<file path="src/twbmc_pkg.sv">
// Constants, timing figures and state codes for the two-wire bus master.
// Assumes a 25 MHz core clock; all bus timing is derived from it here.
package twbmc_pkg;

  // ----------------------------------------------------------------------
  // Timing
  // ----------------------------------------------------------------------
  localparam int CLK_FREQ_MHZ = 25;
  localparam int NS_PER_US    = 1000;
  // Half bit periods for the three bus rates, in ns
  localparam int HALF_100K_NS = 5000;
  localparam int HALF_250K_NS = 2000;
  localparam int HALF_400K_NS = 1250;
  // Least times, so rounded up to whole cycles
  localparam logic [7:0] HALF_100K_CYC =
    8'((HALF_100K_NS * CLK_FREQ_MHZ + NS_PER_US - 1) / NS_PER_US);
  localparam logic [7:0] HALF_250K_CYC =
    8'((HALF_250K_NS * CLK_FREQ_MHZ + NS_PER_US - 1) / NS_PER_US);
  localparam logic [7:0] HALF_400K_CYC =
    8'((HALF_400K_NS * CLK_FREQ_MHZ + NS_PER_US - 1) / NS_PER_US);
  localparam logic [7:0] CNT_STEP = 8'h01;

  // ----------------------------------------------------------------------
  // Rate codes, bit positions, direction
  // ----------------------------------------------------------------------
  localparam logic [1:0] RATE_100K    = 2'h0;
  localparam logic [1:0] RATE_250K    = 2'h1;
  localparam logic [1:0] RATE_400K    = 2'h2;
  localparam logic [3:0] FIRST_BIT    = 4'h0;
  localparam logic [3:0] LAST_BIT     = 4'h7;
  localparam logic [3:0] ACK_BIT      = 4'h8;
  localparam logic [3:0] BIT_STEP     = 4'h1;
  localparam logic       DIR_WRITE    = 1'b0;
  localparam logic       DIR_READ     = 1'b1;

  // ----------------------------------------------------------------------
  // Sequencer states
  // ----------------------------------------------------------------------
  typedef enum logic [3:0] {
    ST_IDLE    = 4'h0,
    ST_START_A = 4'h1,
    ST_START_B = 4'h2,
    ST_LOW     = 4'h3,
    ST_HIGH    = 4'h4,
    ST_LOAD    = 4'h5,
    ST_HOLD    = 4'h6,
    ST_RSTART  = 4'h7,
    ST_STOP_A  = 4'h8,
    ST_STOP_B  = 4'h9,
    ST_STOP_C  = 4'ha
  } twbmc_st_t;

endpackage

</file>
<file path="src/twbmc_master.sv">
// Two-wire bus master: task-driven sequencer, bit engine and pin routing.
// Assumes tasks are one-cycle pulses from logic on ref_clk_in, and that an
// external pad ring turns each enable into an open-drain pull-down.
`timescale 1ns/10ps
`default_nettype none

// Overview of operation
// - Bus clock rate selectable among 100, 250 and 400 kbit/s.
// - Two open-drain lines, clock and data, wired-AND with the slaves.
// - Half duplex: master drives data or listens, never both at once.
// - Seven-bit slave address reaches up to 128 slaves.
// - Single master only; no arbitration is attempted.
// - Slave may hold clock low; master waits, then gives the full high half.
// - Begin tasks start an operation; the stop task ends it.
// - Stopped event raised once stop has taken effect and bus is idle.
// - Stop is not acted on while suspended; resume must come first.
// - Not-acknowledge sampled from the slave raises the error event.
// - Clock and data lines each routed to any pin, chosen independently.
// - After each start send address plus direction, write 0, read 1.
// - Receiving: acknowledge all bytes but the last, which gets NACK.
// - Final-transmit-byte event when sending of the last byte begins.
// - No self-halt on exhausted buffer or error; controller issues stop.
module twbmc_master #(
  parameter int PIN_COUNT = 32,
  parameter int COUNT_W   = 8,
  parameter int PSEL_W    = $clog2(PIN_COUNT)
) (
  // Clock, reset, enable
  input  wire logic                  ref_clk_in,
  input  wire logic                  arst_n_in,
  input  wire logic                  clk_en_in,
  // Tasks
  input  wire logic                  begin_transmit_task_in,
  input  wire logic                  begin_receive_task_in,
  input  wire logic                  stop_task_in,
  input  wire logic                  suspend_task_in,
  input  wire logic                  resume_task_in,
  // Configuration
  input  wire logic [1:0]            rate_sel_in,
  input  wire logic [6:0]            slave_addr_in,
  input  wire logic [COUNT_W-1:0]    tx_count_in,
  input  wire logic [COUNT_W-1:0]    rx_count_in,
  input  wire logic [PSEL_W-1:0]     scl_pin_sel_in,
  input  wire logic [PSEL_W-1:0]     sda_pin_sel_in,
  // Transmit byte stream
  input  wire logic [7:0]            tx_data_in,
  input  wire logic                  tx_valid_in,
  output logic                       tx_take_out,
  // Receive byte stream
  output logic      [7:0]            rx_data_out,
  output logic                       rx_valid_out,
  // Events
  output logic                       final_tx_byte_event_out,
  output logic                       final_rx_byte_event_out,
  output logic                       stopped_event_out,
  output logic                       error_event_out,
  output logic                       suspended_event_out,
  // General-purpose pins
  input  wire logic [PIN_COUNT-1:0]  pin_in,
  output logic      [PIN_COUNT-1:0]  pin_out,
  output logic      [PIN_COUNT-1:0]  pin_oe_out
);
  import twbmc_pkg::*;

  // ----------------------------------------------------------------------
  // State
  // ----------------------------------------------------------------------
  localparam logic [COUNT_W-1:0] REM_ONE  = COUNT_W'(1);
  localparam logic [COUNT_W-1:0] REM_NONE = '0;

  typedef struct packed {
    twbmc_st_t            st;
    logic [7:0]           cnt;
    logic [7:0]           shift;
    logic [3:0]           bit_cnt;
    logic [6:0]           addr;
    logic [1:0]           rate;
    logic [COUNT_W-1:0]   rem;
    logic                 is_rx;
    logic                 is_addr;
    logic                 stop_pend;
    logic                 susp;
    logic                 scl_low;
    logic                 sda_low;
    logic                 tx_take;
    logic [7:0]           rx_data;
    logic                 rx_valid;
    logic                 ev_final_tx;
    logic                 ev_final_rx;
    logic                 ev_stopped;
    logic                 ev_error;
    logic                 ev_susp;
    logic [PIN_COUNT-1:0] sync1;
    logic [PIN_COUNT-1:0] sync2;
    logic [PIN_COUNT-1:0] pin_drv;
    logic [PIN_COUNT-1:0] pin_oe;
  } twbmc_state_t;

  twbmc_state_t r;
  twbmc_state_t next_r;

  logic scl_s;
  logic sda_s;
  logic start_req;
  logic stop_eff;
  logic launch;
  logic [COUNT_W-1:0] rem_n;

  // Half bit period minus one, as loaded into the down counter
  function automatic logic [7:0] half_of(input logic [1:0] rate);
    case (rate)
      RATE_250K: half_of = HALF_250K_CYC - CNT_STEP;
      RATE_400K: half_of = HALF_400K_CYC - CNT_STEP;
      default:   half_of = HALF_100K_CYC - CNT_STEP;
    endcase
  endfunction

  // Sampled lines come from the second synchroniser stage only
  assign scl_s     = r.sync2[scl_pin_sel_in];
  assign sda_s     = r.sync2[sda_pin_sel_in];
  assign start_req = begin_transmit_task_in | begin_receive_task_in;
  assign stop_eff  = r.stop_pend | stop_task_in;

  // ----------------------------------------------------------------------
  // Next-state logic
  // ----------------------------------------------------------------------
  always_comb begin
    next_r             = r;
    launch             = 1'b0;
    rem_n              = r.rem;
    next_r.tx_take     = 1'b0;
    next_r.rx_valid    = 1'b0;
    next_r.ev_final_tx = 1'b0;
    next_r.ev_final_rx = 1'b0;
    next_r.ev_stopped  = 1'b0;
    next_r.ev_error    = 1'b0;
    next_r.ev_susp     = 1'b0;
    next_r.sync1       = pin_in;
    next_r.sync2       = r.sync1;
    // Suspend beats a resume in the same cycle
    if (suspend_task_in) begin
      next_r.susp = 1'b1;
    end else if (resume_task_in) begin
      next_r.susp = 1'b0;
    end
    if (stop_task_in) begin
      next_r.stop_pend = 1'b1;
    end
    case (r.st)
      ST_IDLE: begin
        if (stop_eff) begin
          next_r.ev_stopped = 1'b1;
          next_r.stop_pend  = 1'b0;
        end else if (start_req) begin
          launch    = 1'b1;
          next_r.st = ST_START_A;
        end
      end
      ST_START_A: begin
        // Clock released; a held-low clock keeps us here
        if (scl_s) begin
          if (r.cnt != 8'h00) begin
            next_r.cnt = r.cnt - CNT_STEP;
          end else begin
            next_r.st  = ST_START_B;
            next_r.cnt = half_of(r.rate);
          end
        end
      end
      ST_START_B: begin
        next_r.sda_low = 1'b1; // Start: data falls while clock high
        if (r.cnt != 8'h00) begin
          next_r.cnt = r.cnt - CNT_STEP;
        end else begin
          next_r.st      = ST_LOW;
          next_r.scl_low = 1'b1;
          next_r.cnt     = half_of(r.rate);
          next_r.bit_cnt = FIRST_BIT;
          next_r.is_addr = 1'b1;
          next_r.shift   = {r.addr, r.is_rx};
        end
      end
      ST_LOW: begin
        // Data moves at least one cycle after the clock fell (two at a byte start after LOAD), never with it
        if (r.bit_cnt == ACK_BIT) begin
          next_r.sda_low = r.is_rx && !r.is_addr && (r.rem > REM_ONE);
        end else if (r.is_rx && !r.is_addr) begin
          next_r.sda_low = 1'b0;
        end else begin
          next_r.sda_low = !r.shift[7];
        end
        if (r.cnt != 8'h00) begin
          next_r.cnt = r.cnt - CNT_STEP;
        end else begin
          next_r.st      = ST_HIGH;
          next_r.scl_low = 1'b0;
          next_r.cnt     = half_of(r.rate);
        end
      end
      ST_HIGH: begin
        // Timing restarts only once the slave lets the clock rise
        if (scl_s && (r.cnt != 8'h00)) begin
          next_r.cnt = r.cnt - CNT_STEP;
        end else if (scl_s) begin
          next_r.scl_low = 1'b1;
          next_r.cnt     = half_of(r.rate);
          if (r.bit_cnt != ACK_BIT) begin
            next_r.shift   = {r.shift[6:0], sda_s};
            next_r.bit_cnt = r.bit_cnt + BIT_STEP;
            next_r.st      = ST_LOW;
          end else begin
            if ((!r.is_rx || r.is_addr) && sda_s) begin
              next_r.ev_error = 1'b1;
            end
            if (r.is_rx && !r.is_addr) begin
              next_r.rx_data  = r.shift;
              next_r.rx_valid = 1'b1;
              rem_n           = r.rem - REM_ONE;
              next_r.ev_final_rx = (rem_n == REM_ONE);
            end else if (r.is_addr && r.is_rx && (r.rem == REM_ONE)) begin
              next_r.ev_final_rx = 1'b1;
            end
            next_r.rem     = rem_n;
            next_r.is_addr = 1'b0;
            next_r.bit_cnt = FIRST_BIT;
            // Errors do not divert it; empty buffers and suspend leave the bus held, not released
            if (stop_eff && !r.susp) begin
              next_r.st = ST_STOP_A;
            end else if (r.susp || (rem_n == REM_NONE)) begin
              next_r.st      = ST_HOLD;
              next_r.ev_susp = r.susp;
            end else begin
              next_r.st = ST_LOAD;
            end
          end
        end
      end
      ST_LOAD: begin
        // Clock stays low while the byte source is not ready
        if (r.is_rx) begin
          next_r.st  = ST_LOW;
          next_r.cnt = half_of(r.rate);
        end else if (tx_valid_in) begin
          next_r.st          = ST_LOW;
          next_r.cnt         = half_of(r.rate);
          next_r.shift       = tx_data_in;
          next_r.tx_take     = 1'b1;
          next_r.rem         = r.rem - REM_ONE;
          next_r.ev_final_tx = (r.rem == REM_ONE);
        end
      end
      ST_HOLD: begin
        if (!r.susp) begin
          if (stop_eff) begin
            next_r.st  = ST_STOP_A;
            next_r.cnt = half_of(r.rate);
          end else if (start_req) begin
            launch    = 1'b1;
            next_r.st = ST_RSTART;
          end else if (r.rem != REM_NONE) begin
            next_r.st = ST_LOAD;
          end
        end
      end
      ST_RSTART: begin
        next_r.sda_low = 1'b0; // Free data under a low clock first
        if (r.cnt != 8'h00) begin
          next_r.cnt = r.cnt - CNT_STEP;
        end else begin
          next_r.st      = ST_START_A;
          next_r.scl_low = 1'b0;
          next_r.cnt     = half_of(r.rate);
        end
      end
      ST_STOP_A: begin
        next_r.sda_low = 1'b1;
        if (r.cnt != 8'h00) begin
          next_r.cnt = r.cnt - CNT_STEP;
        end else begin
          next_r.st      = ST_STOP_B;
          next_r.scl_low = 1'b0;
          next_r.cnt     = half_of(r.rate);
        end
      end
      ST_STOP_B: begin
        if (scl_s) begin
          if (r.cnt != 8'h00) begin
            next_r.cnt = r.cnt - CNT_STEP;
          end else begin
            next_r.st  = ST_STOP_C;
            next_r.cnt = half_of(r.rate);
          end
        end
      end
      ST_STOP_C: begin
        next_r.sda_low = 1'b0; // Stop: data rises while clock high
        if (r.cnt != 8'h00) begin
          next_r.cnt = r.cnt - CNT_STEP;
        end else begin
          next_r.st         = ST_IDLE;
          next_r.ev_stopped = 1'b1;
          next_r.stop_pend  = stop_task_in;
        end
      end
      default: begin
        next_r.st = ST_IDLE;
      end
    endcase
    // Latch a new transfer; a read request wins over a write
    if (launch) begin
      next_r.is_rx = begin_receive_task_in ? DIR_READ : DIR_WRITE;
      next_r.addr  = slave_addr_in;
      next_r.rate  = rate_sel_in;
      next_r.rem   = begin_receive_task_in ? rx_count_in : tx_count_in;
      next_r.cnt   = half_of(rate_sel_in);
    end
    // Only pull-downs: the line level is the wired AND of all parties
    for (int i = 0; i < PIN_COUNT; i++) begin
      next_r.pin_oe[i] =
        ((scl_pin_sel_in == PSEL_W'(i)) && next_r.scl_low) ||
        ((sda_pin_sel_in == PSEL_W'(i)) && next_r.sda_low);
    end
    next_r.pin_drv = '0;
  end

  // ----------------------------------------------------------------------
  // State register
  // ----------------------------------------------------------------------
  always_ff @(posedge ref_clk_in or negedge arst_n_in) begin
    if (!arst_n_in) begin
      r    <= '0;
      r.st <= ST_IDLE;
    end else if (clk_en_in) begin
      r <= next_r;
    end
  end

  // Outputs straight from the state register
  assign tx_take_out             = r.tx_take;
  assign rx_data_out             = r.rx_data;
  assign rx_valid_out            = r.rx_valid;
  assign final_tx_byte_event_out = r.ev_final_tx;
  assign final_rx_byte_event_out = r.ev_final_rx;
  assign stopped_event_out       = r.ev_stopped;
  assign error_event_out         = r.ev_error;
  assign suspended_event_out     = r.ev_susp;
  assign pin_out                 = r.pin_drv;
  assign pin_oe_out              = r.pin_oe;
endmodule // twbmc_master

`default_nettype wire

</file>
<file path="config.mk">
export PLATFORM = sky130hd
export DESIGN_NAME = twbmc_master
export DESIGN_NICKNAME = d
export VERILOG_FILES = /design/src/twbmc_pkg.sv /design/src/twbmc_master.sv
export SDC_FILE = /design/constraint.sdc
export NUM_CORES = 1
export LEC_CHECK = 0
export BUFFER_PORTS_ARGS = -buffer_cell sky130_fd_sc_hd__buf_2
export CORE_UTILIZATION = 45
export CTS_CLUSTER_SIZE = 30
export DETAILED_ROUTE_END_ITERATION = 10
export PLACE_DENSITY = 0.67
export SETUP_SLACK_MARGIN = 0.3
export SLEW_MARGIN = 5
export SYNTH_ARGS = -nofsm -noshare
export SYNTH_HDL_FRONTEND = slang
export SYNTH_SLANG_ARGS = --single-unit
</file>
<file path="constraint.sdc">
create_clock -name ref_clk_in -period 3.7 [get_ports ref_clk_in]
set_clock_uncertainty 0.15 [all_clocks]
set_input_delay 0.37 -clock ref_clk_in [delete_from_list [all_inputs] [get_ports ref_clk_in]]
set_output_delay 0.37 -clock ref_clk_in [all_outputs]
set_load 0.005 [all_outputs]
</file>
# Word level (Yosys, flattened, before mapping)
# Index checks and enable logic that the tools add are counted.
[totals]
regBits = 158
word_cells = 385
[classes]
addsub = 3
magnitude_cmp = 3
eq_ne = 112
mux = 106
bitwise = 4
n_reduce_logical = 133
[ops]
columns = ["operator", "n"]
rows = [
  ["5-bit == test (second input constant)", 32],
  ["8-bit 2-to-1 mux", 18],
  ["5-bit by 4-bit == test with 1-bit output (second input constant)", 16],
  ["12-bit 2-to-1 mux", 6],
  ["1-bit logical AND", 71],
  ["4-bit 2-to-1 mux", 16],
  ["8-bit case mux with 7 select lines", 1],
  ["4-bit case mux with 11 select lines", 1],
  ["1-bit 2-to-1 mux", 43],
  ["5-bit by 3-bit == test with 1-bit output (second input constant)", 8],
  ["2-bit != test (second input constant)", 18],
  ["1-bit logical OR", 34],
  ["3-bit != test (second input constant)", 11],
  ["7-bit case mux with 2 select lines", 2],
  ["24-bit 2-to-1 mux", 1],
  ["8-bit case mux with 3 select lines", 1],
  ["8-bit nonzero test", 3],
  ["5-bit by 2-bit == test with 1-bit output (second input constant)", 4],
  ["20-bit 2-to-1 mux", 1],
  ["17-bit AND reduction", 1],
  ["4-bit by 3-bit == test with 1-bit output (second input constant)", 4],
  ["4-bit == test (second input constant)", 4],
  ["8-bit by 1-bit == test with 1-bit output (second input constant)", 2],
  ["4-bit != test (second input constant)", 4],
  ["other kinds (33)", 59],
]

# Logic depth before layout (Yosys ltp)
# Gate-level depths: netlist of run 1.
[logic_depth]
ltp_word = 16
mapped_depth = 10
ltp_nobuf = 9

# Worst setup path after synthesis of run 1
# No wires, ideal clock.
[synth_timing]
path_kind = "input -> register"
from = "input port sda_pin_sel_in[0]"
to = "register r[170] (netlist bit)"
setup_ns = 0.127
t_arrival_ns = 2.542
path_slack_ns = 0.880
path_stages = 7
n_path_buf = 2
path_cell_list = "clkbuf_1 > clkbuf_1 > mux4_2 > mux4_2 > mux2i_1 > o211ai_1 > mux2_1"
[synth_via]
elab_chain_cells = 6
[synth_rtl]
columns = ["element", "line_no", "rtl"]
rows = [
  ["start, declared", "twbmc_master.sv:44", "input wire logic [PSEL_W-1:0] sda_pin_sel_in,"],
  ["1-bit binary-select mux with 5-bit select", "twbmc_master.sv:120", "assign sda_s = r.sync2[sda_pin_sel_in];"],
  ["1-bit 2-to-1 mux (not written as such)", "twbmc_master.sv:120", ""],
  ["8-bit 2-to-1 mux", "twbmc_master.sv:207", "if (r.bit_cnt != ACK_BIT) begin"],
  ["24-bit 2-to-1 mux", "twbmc_master.sv:204", "end else if (scl_s) begin"],
  ["12-bit 2-to-1 mux", "twbmc_master.sv:202", "if (scl_s && (r.cnt != 8'h00)) begin"],
  ["8-bit case mux with 3 select lines", "twbmc_master.sv:149", "case (r.st)"],
  ["end signal, assigned", "twbmc_master.sv:334", "r <= next_r;"],
  ["end, declared", "twbmc_master.sv:99", "twbmc_state_t r;"],
]
# Every way passes these cells. The select of a mux whose other input is x is not followed.
# A chain may end at the register's enable or synchronous reset.

# Worst setup path in the final report of run 1
[layout_timing]
from = "register r[166] (netlist bit)"
to = "register r (netlist bit pin_oe_out[18])"
[layout_via]
elab_chain_cells = 5
[layout_rtl]
columns = ["element", "line_no", "rtl"]
rows = [
  ["4-bit == test", "twbmc_master.sv:185", "if (r.bit_cnt == ACK_BIT) begin"],
  ["1-bit 2-to-1 mux", "twbmc_master.sv:185", ""],
  ["1-bit case mux with 3 select lines", "twbmc_master.sv:149", ""],
  ["1-bit logical AND", "twbmc_master.sv:321", "((sda_pin_sel_in == PSEL_W'(i)) && next_r.sda_low);"],
  ["1-bit logical OR", "twbmc_master.sv:320", "((scl_pin_sel_in == PSEL_W'(i)) && next_r.scl_low) ||"],
]
# Every way passes these cells.

==> results.cfg, run 1 <==
[outcome]
status = complete, no violations

[clock_tree]
cts_buffers = 17
cts_tree = yes
clockBufferDepth = 2
clkTransAtPathRegs_ns = 0.07
cts_setup_buffers = 0
insertion_delay_ns = 0.43
cts_sinks = 158
h-tree-depth = 4
cts_root_buffer = clkbuf_16

[power_and_ir_drop]
ir_drop_v = 0.0003343
power.leakage_nw = 4.659
power.density_mw_per_mm2 = 612.0

[worst_setup_path]
startpoint_type = register
ff2ff_path_depth = 11
cp_common_cell = buf_4
timing_worst_setup_path_type = register to register
crit_slowest_cell = a2111oi_0
r2r_start = r[166]
r2r_slack_ns = 0.45
path_cells = inv_1 > ha_1 > and3b_1 > or3_1 > a2111oi_0 > buf_4 > o21ai_1 > nor2_1 > buf_4 > nand2_1 > o221ai_1
worstPathRequired_ns = 3.89
critPathMaxFanout = 7
cp_slowest_stage_delay_ns = 0.70
crit_family = compound AO/OA/AOI/OAI gates
endpoint_kind = register
reg2reg_to = pin_oe_out[18]
crit_buf_inv = 3
cp.arrival_ns = 3.44

[cells_and_area]
areaGrowthSynthToFinish_pct = 12.01
num_antenna_cells = 0
regArea_sq_mm = 0.003954
finalNetCount = 1047
drive_gt1_share_pct = 29.98
multiInputGateArea_sq_mm = 0.004463
design_area_sq_mm = 0.01025
n_fill_cell = 1777

[sta]
rsz0062_at_grt = no
slew_viol_final = 0
worst_pin_slew_ns = 0.9227
fmax_ghz = 0.3081
tns_ns = 0
slew_headroom_pct = 38.48
hold_viol_final = 0
fin_crit_sh_pct = 87.72
setup_ws_ns = 0.4543
setup_viol = 0
period_needed_ns = 3.246

[run]
drv_cap = 0

[yosys]
yosys_warnings = 0
ys_async_sr_fraction_pct = 100.0
synth_top_area_share_pct = 43.19
synth-edff-count = 0
ys_seq_elements = 158
syn_area_sq_mm = 0.009154
synth.distinct_cells = 74
synth-main-ff-cell = dfrtp_1
syn_inst = 871
syn_area_per_cell_sq_um = 10.51
synth_top_cell_by_area = dfrtp_1
synth_area_leaders = dfrtp_1 (43%), mux2_2 (9.3%), buf_4 (5.9%)
synth_seq_area_share_pct = 43.19

[drt]
vias = 7073
ant_nets = 0
drt-total-wl_microns = 22520
drt_iter0_markers = 601
drcViolationCount = 0
wl_per_cell_microns = 18.33
drt_pre_antenna_iters = 8
viasPerCell = 5.755

[placed_design]
placed_cell_area_sq_mm = 0.009687
place.gp.congestion = 0.9294
io_buffers = 130
dp_hpwl_microns = 15990
dp_worst_setup_slack_ns = 0.3536

[grt]
grt_max_degree = 76
grt_pass1_wl_microns = 36390
grt_pass1_vias = 6900
antenna_found_initial = 0
grt_use_total_pct = 22.83
gr-total-overflow = 0

[die]
initial_core_util_pct = 46.42
coreArea_sq_mm = 0.01972
die-area_sq_mm = 0.02092
rows = 51
dieWidth_microns = 144.6
ios = 163
die_h_microns = 144.6

[hold_path]
worstHoldStart = suspend_task_in
hold_end = r[145]
hp-class = input port to register
holdPathStages = 2
-- where the power goes --
group	internal, mW	leakage [nW]	total (mW)	switching (mW)
sequential	2.04	1.99	2.38	0.343
combinational	0.982	2.41	2.23	1.24
clock	0.908	0.266	1.67	0.759
-- what timing repair did --
item,in CTS,in global routing
hold buffers,1,0
endpoints found under the hold margin,71,0
gates resized for setup,0,0
-- how the worst max path moves through the flow --
| stage | cells past startpoint | to | startpoint | slack [ns] |
|---|---|---|---|---|
| after floorplan | 7 | r[170] | sda_pin_sel_in[0] | 0.88 |
| after global placement | 8 | rx_data_out[4] | scl_pin_sel_in[1] | 0.42 |
| after detailed placement | 8 | rx_data_out[5] | scl_pin_sel_in[1] | 0.35 |
| after CTS | 11 | pin_oe_out[18] | r[166] | 0.53 |
| after global routing | 10 | pin_oe_out[5] | r[166] | 0.32 |
| final | 11 | pin_oe_out[18] | r[166] | 0.45 |
-- cell families (layout without fill, tap and decap cells) --
logic type | count (synthesis) | count (layout) | synth area share [%]
and+or+nand+nor | 223 | 223 | 12.08
AOI/OAI and AO/OA | 191 | 191 | 15.40
DFF | 158 | 158 | 43.19
buffers and inverters | 148 | 210 | 9.322
muxes | 132 | 132 | 17.74
adders and majority gates | 12 | 12 | 1.640
xor gates and xnor gates | 6 | 6 | 0.5741
other | 1 | 32 | 0.04097
-- final cells by class --
class	instances	area share, %
Multi-Input combinational cell	596	43.53
Sequential cell	158	38.56
Timing Repair Buffer	155	8.408
Clock buffer	20	4.454
Tap cell	265	3.234
Clock inverter	12	0.9762
Inverter	23	0.8420
-- registers in the layout (all words and copies together) (netlist names) --
| register | cells |
|---|---|
| error_event_out | 1 |
| next_r | 32 |
| rx_valid_out | 1 |
| pin_oe_out | 32 |
| tx_take_out | 1 |
| final_tx_byte_event_out | 1 |
| final_rx_byte_event_out | 1 |
| suspended_event_out | 1 |
| rx_data_out | 8 |
| stopped_event_out | 1 |
| r | 79 |
-- metrics by stage --
| stage | cells | power [mW] | hold slack, ns | util (%) |
|---|---|---|---|---|
| final | 1229 | 6.275 | 0.01266 | 52.00 |
| after CTS | 1229 | 6.282 | 0.001350 | 52.00 |
| after detailed placement | 1196 | 4.594 | 0.2973 | 49.13 |
| after global placement | 1196 | 4.552 | 0.2933 | 49.13 |
| after global routing | 1229 | 6.668 | 0.001537 | 52.00 |
| after floorplan | 902 | 3.980 | -0.07559 | - |
-- cell usage in the layout, fill, tap and decap left out, types with 9 or more instances in the layout --
cell type  instances
conb_1            32
inv_1             22
o221ai_1          26
ha_1              12
mux2_2            76
nor3_1            14
clkbuf_16         17
a21oi_1           29
o21ai_0           31
mux2i_1           25
nor2b_1           11
or3_1             10
buf_2            128
dfrtp_1          158
o31ai_1           12
o22ai_1            9
nand3_1           16
a22o_1             9
mux2_1            16
buf_4             24
mux4_2            15
nand2_1           68
nor2_1            47
-- synthesized netlist by cell type (7+ instances only) --
cell,count
ha_1,12
o21ai_0,31
buf_4,72
o22ai_1,9
a21oi_1,29
inv_1,22
mux2i_1,25
mux2_1,16
nand2b_1,8
nor2b_1,11
nand2_1,68
mux4_2,15
nand4_1,7
o221ai_1,26
o31ai_1,12
clkbuf_1,37
nor2_1,47
mux2_2,76
dfrtp_1,158
nor3_1,14
a21o_1,7
a22o_1,9
nand3_1,16
or3_1,10
buf_1,9
-- metal layers --
metal  vias to the layer above  GRT usage [%]  wire length [microns]
li1                       3281              -                      -
met1                      3465          31.02                   9874
met2                       292          35.86                  10680
met3                        35          5.033                   1598
met4                         0          7.978                    371
met5                         -              0                      0
No activity file was read; power rests on OpenSTA's default activity.
==> inputs of run 2 (changes only) <==
CORE_MARGIN = 2   (was unset)
CTS_CLUSTER_SIZE = unset   (was 30)
==> run 2 against run 1 <==
Combinational power is essentially flat. Register-to-register slack gained 0.05 ns. Clock-buffer cell count is the same. Worst setup slack gained 0.053 ns. Highest routed layer is now met5.
==> results.cfg, run 2 (same netlist as run 1, synthesis figures left out) <==
[sta]
period_needed_ns = 3.193
worst_pin_slew_ns = 0.9255
setup_viol = 0
whs_ns = 0.01569
slew_headroom_pct = 38.30
slew_viol_final = 0
fmax_ghz = 0.3132
setup_ws_ns = 0.5071
tns_ns = 0
rsz0062_at_grt = no
fin_crit_sh_pct = 86.29
hold_viol_final = 0

[placed_design]
dp_worst_setup_slack_ns = 0.3409
dp_hpwl_microns = 16410
placedCellCount = 1202
io_buffers = 130
place.gp.congestion = 0.9181

[grt]
grt_max_degree = 89
grt_use_total_pct = 21.65
grt_pass1_wl_microns = 37280
antenna_found_initial = 1
grt_pass1_vias = 6870
gr-total-overflow = 0

[cells_and_area]
drive_gt1_share_pct = 29.95
layout_common_cells = dfrtp_1 (158), buf_2 (128), mux2_2 (76)
largest_reg_flops = 79
multiInputGateArea_sq_mm = 0.004463
num_antenna_cells = 0
n_fill_cell = 1845
regMostFlops = r
finalNetCount = 1048
fin_cells = 1235
postLayoutCoreUtil_pct = 50.96
final_common_cell = dfrtp_1
areaGrowthSynthToFinish_pct = 11.93
regArea_sq_mm = 0.003954

[outcome]
status = complete, no violations

[worst_setup_path]
crit_buf_inv = 0
crit_slowest_cell = or3_1
crit_family = simple AND/OR/NAND/NOR gates
worstPathRequired_ns = 3.81
endpoint_kind = register
path_cells = or4_1 > or3_1 > o41ai_1 > o22ai_2 > nand3_1 > o221ai_1
critPathMaxFanout = 12
timing_worst_setup_path_type = register to register
startpoint_type = register
cp_slowest_stage_delay_ns = 0.63
cp.arrival_ns = 3.30

[clock_tree]
cts_resized = 0
cts_root_buffer = clkbuf_16
cts_buffers = 17
cts_setup_buffers = 0
clkTransAtPathRegs_ns = 0.07
insertion_delay_ns = 0.43
cts_sinks = 158
clockBufferDepth = 2
h-tree-depth = 4
cts_tree = yes

[power_and_ir_drop]
power.leakage_nw = 4.659
power.density_mw_per_mm2 = 611.0
ir_drop_v = 0.0003672

[drt]
drt_iter0_markers = 573
viasPerCell = 5.715
drt-total-wl_microns = 22830
drt_pre_antenna_iters = 7
vias = 7058
ant_nets = 0
wl_per_cell_microns = 18.48
drcViolationCount = 0

[run]
drv_cap = 0

[die]
rows = 52
initial_core_util_pct = 45.53
dieWidth_microns = 146.6
die_h_microns = 146.6
coreArea_sq_mm = 0.02010
die-area_sq_mm = 0.02150
ios = 163

[hold_path]
hp-class = input port to register
run 2: cell count changes in the layout (fill, tap and decap cells not counted), sizes merged:
cell	before	now
clkinvlp	3	2
inv	27	28
buf	154	155
run 2: where the power goes:
group          internal [mW]  switching (mW)
Sequential              2.04           0.331
Combinational          0.988            1.26
Clock                  0.893           0.753
run 2: metal layers:
metal	GRT usage (%)	up-vias	routed length, microns
met5	0	-	11
met4	6.942	2	539
met3	5.250	42	1621
met2	33.19	284	10630
met1	30.39	3449	10030
li1	-	3281	-
run 2: final timing paths:
kind / slack [ns] / depth (start not counted) / start / end
worst max-delay path: 0.51 / 6 / r[180] / pin_oe_out[11]
worst min-delay path: 0.02 / 2 / pin_in[22] / next_r[86]
worst max register to register: 0.51 / 6 / r[180] / pin_oe_out[11]
worst min register to register: 0.33 / 1 / error_event_out / error_event_out
max in group asynchronous: 2.03 / 3 / arst_n_in / pin_oe_out[31]
min in group asynchronous: 0.41 / 2 / arst_n_in / r[164]
run 2: timing repair:
action	in CTS	in global routing
setup endpoints to repair	0	0
hold endpoints to repair	85	0
hold buffers	1	0
run 2: cell type report:
type | instances | area share, %
multi-input combinational | 596 | 43.56
sequential | 158 | 38.59
timing repair buffer | 156 | 8.365
clock buffer | 20 | 4.359
tap | 270 | 3.297
clock inverter | 12 | 0.9891
inverter | 23 | 0.8426
run 2: metrics by stage:
step	area [sq um]	power [mW]
CTS	10250	6.267
finish	10250	6.260
global route	10250	6.670
detailed placement	9688	4.602
floorplan	9270	3.980
global placement	9688	4.565
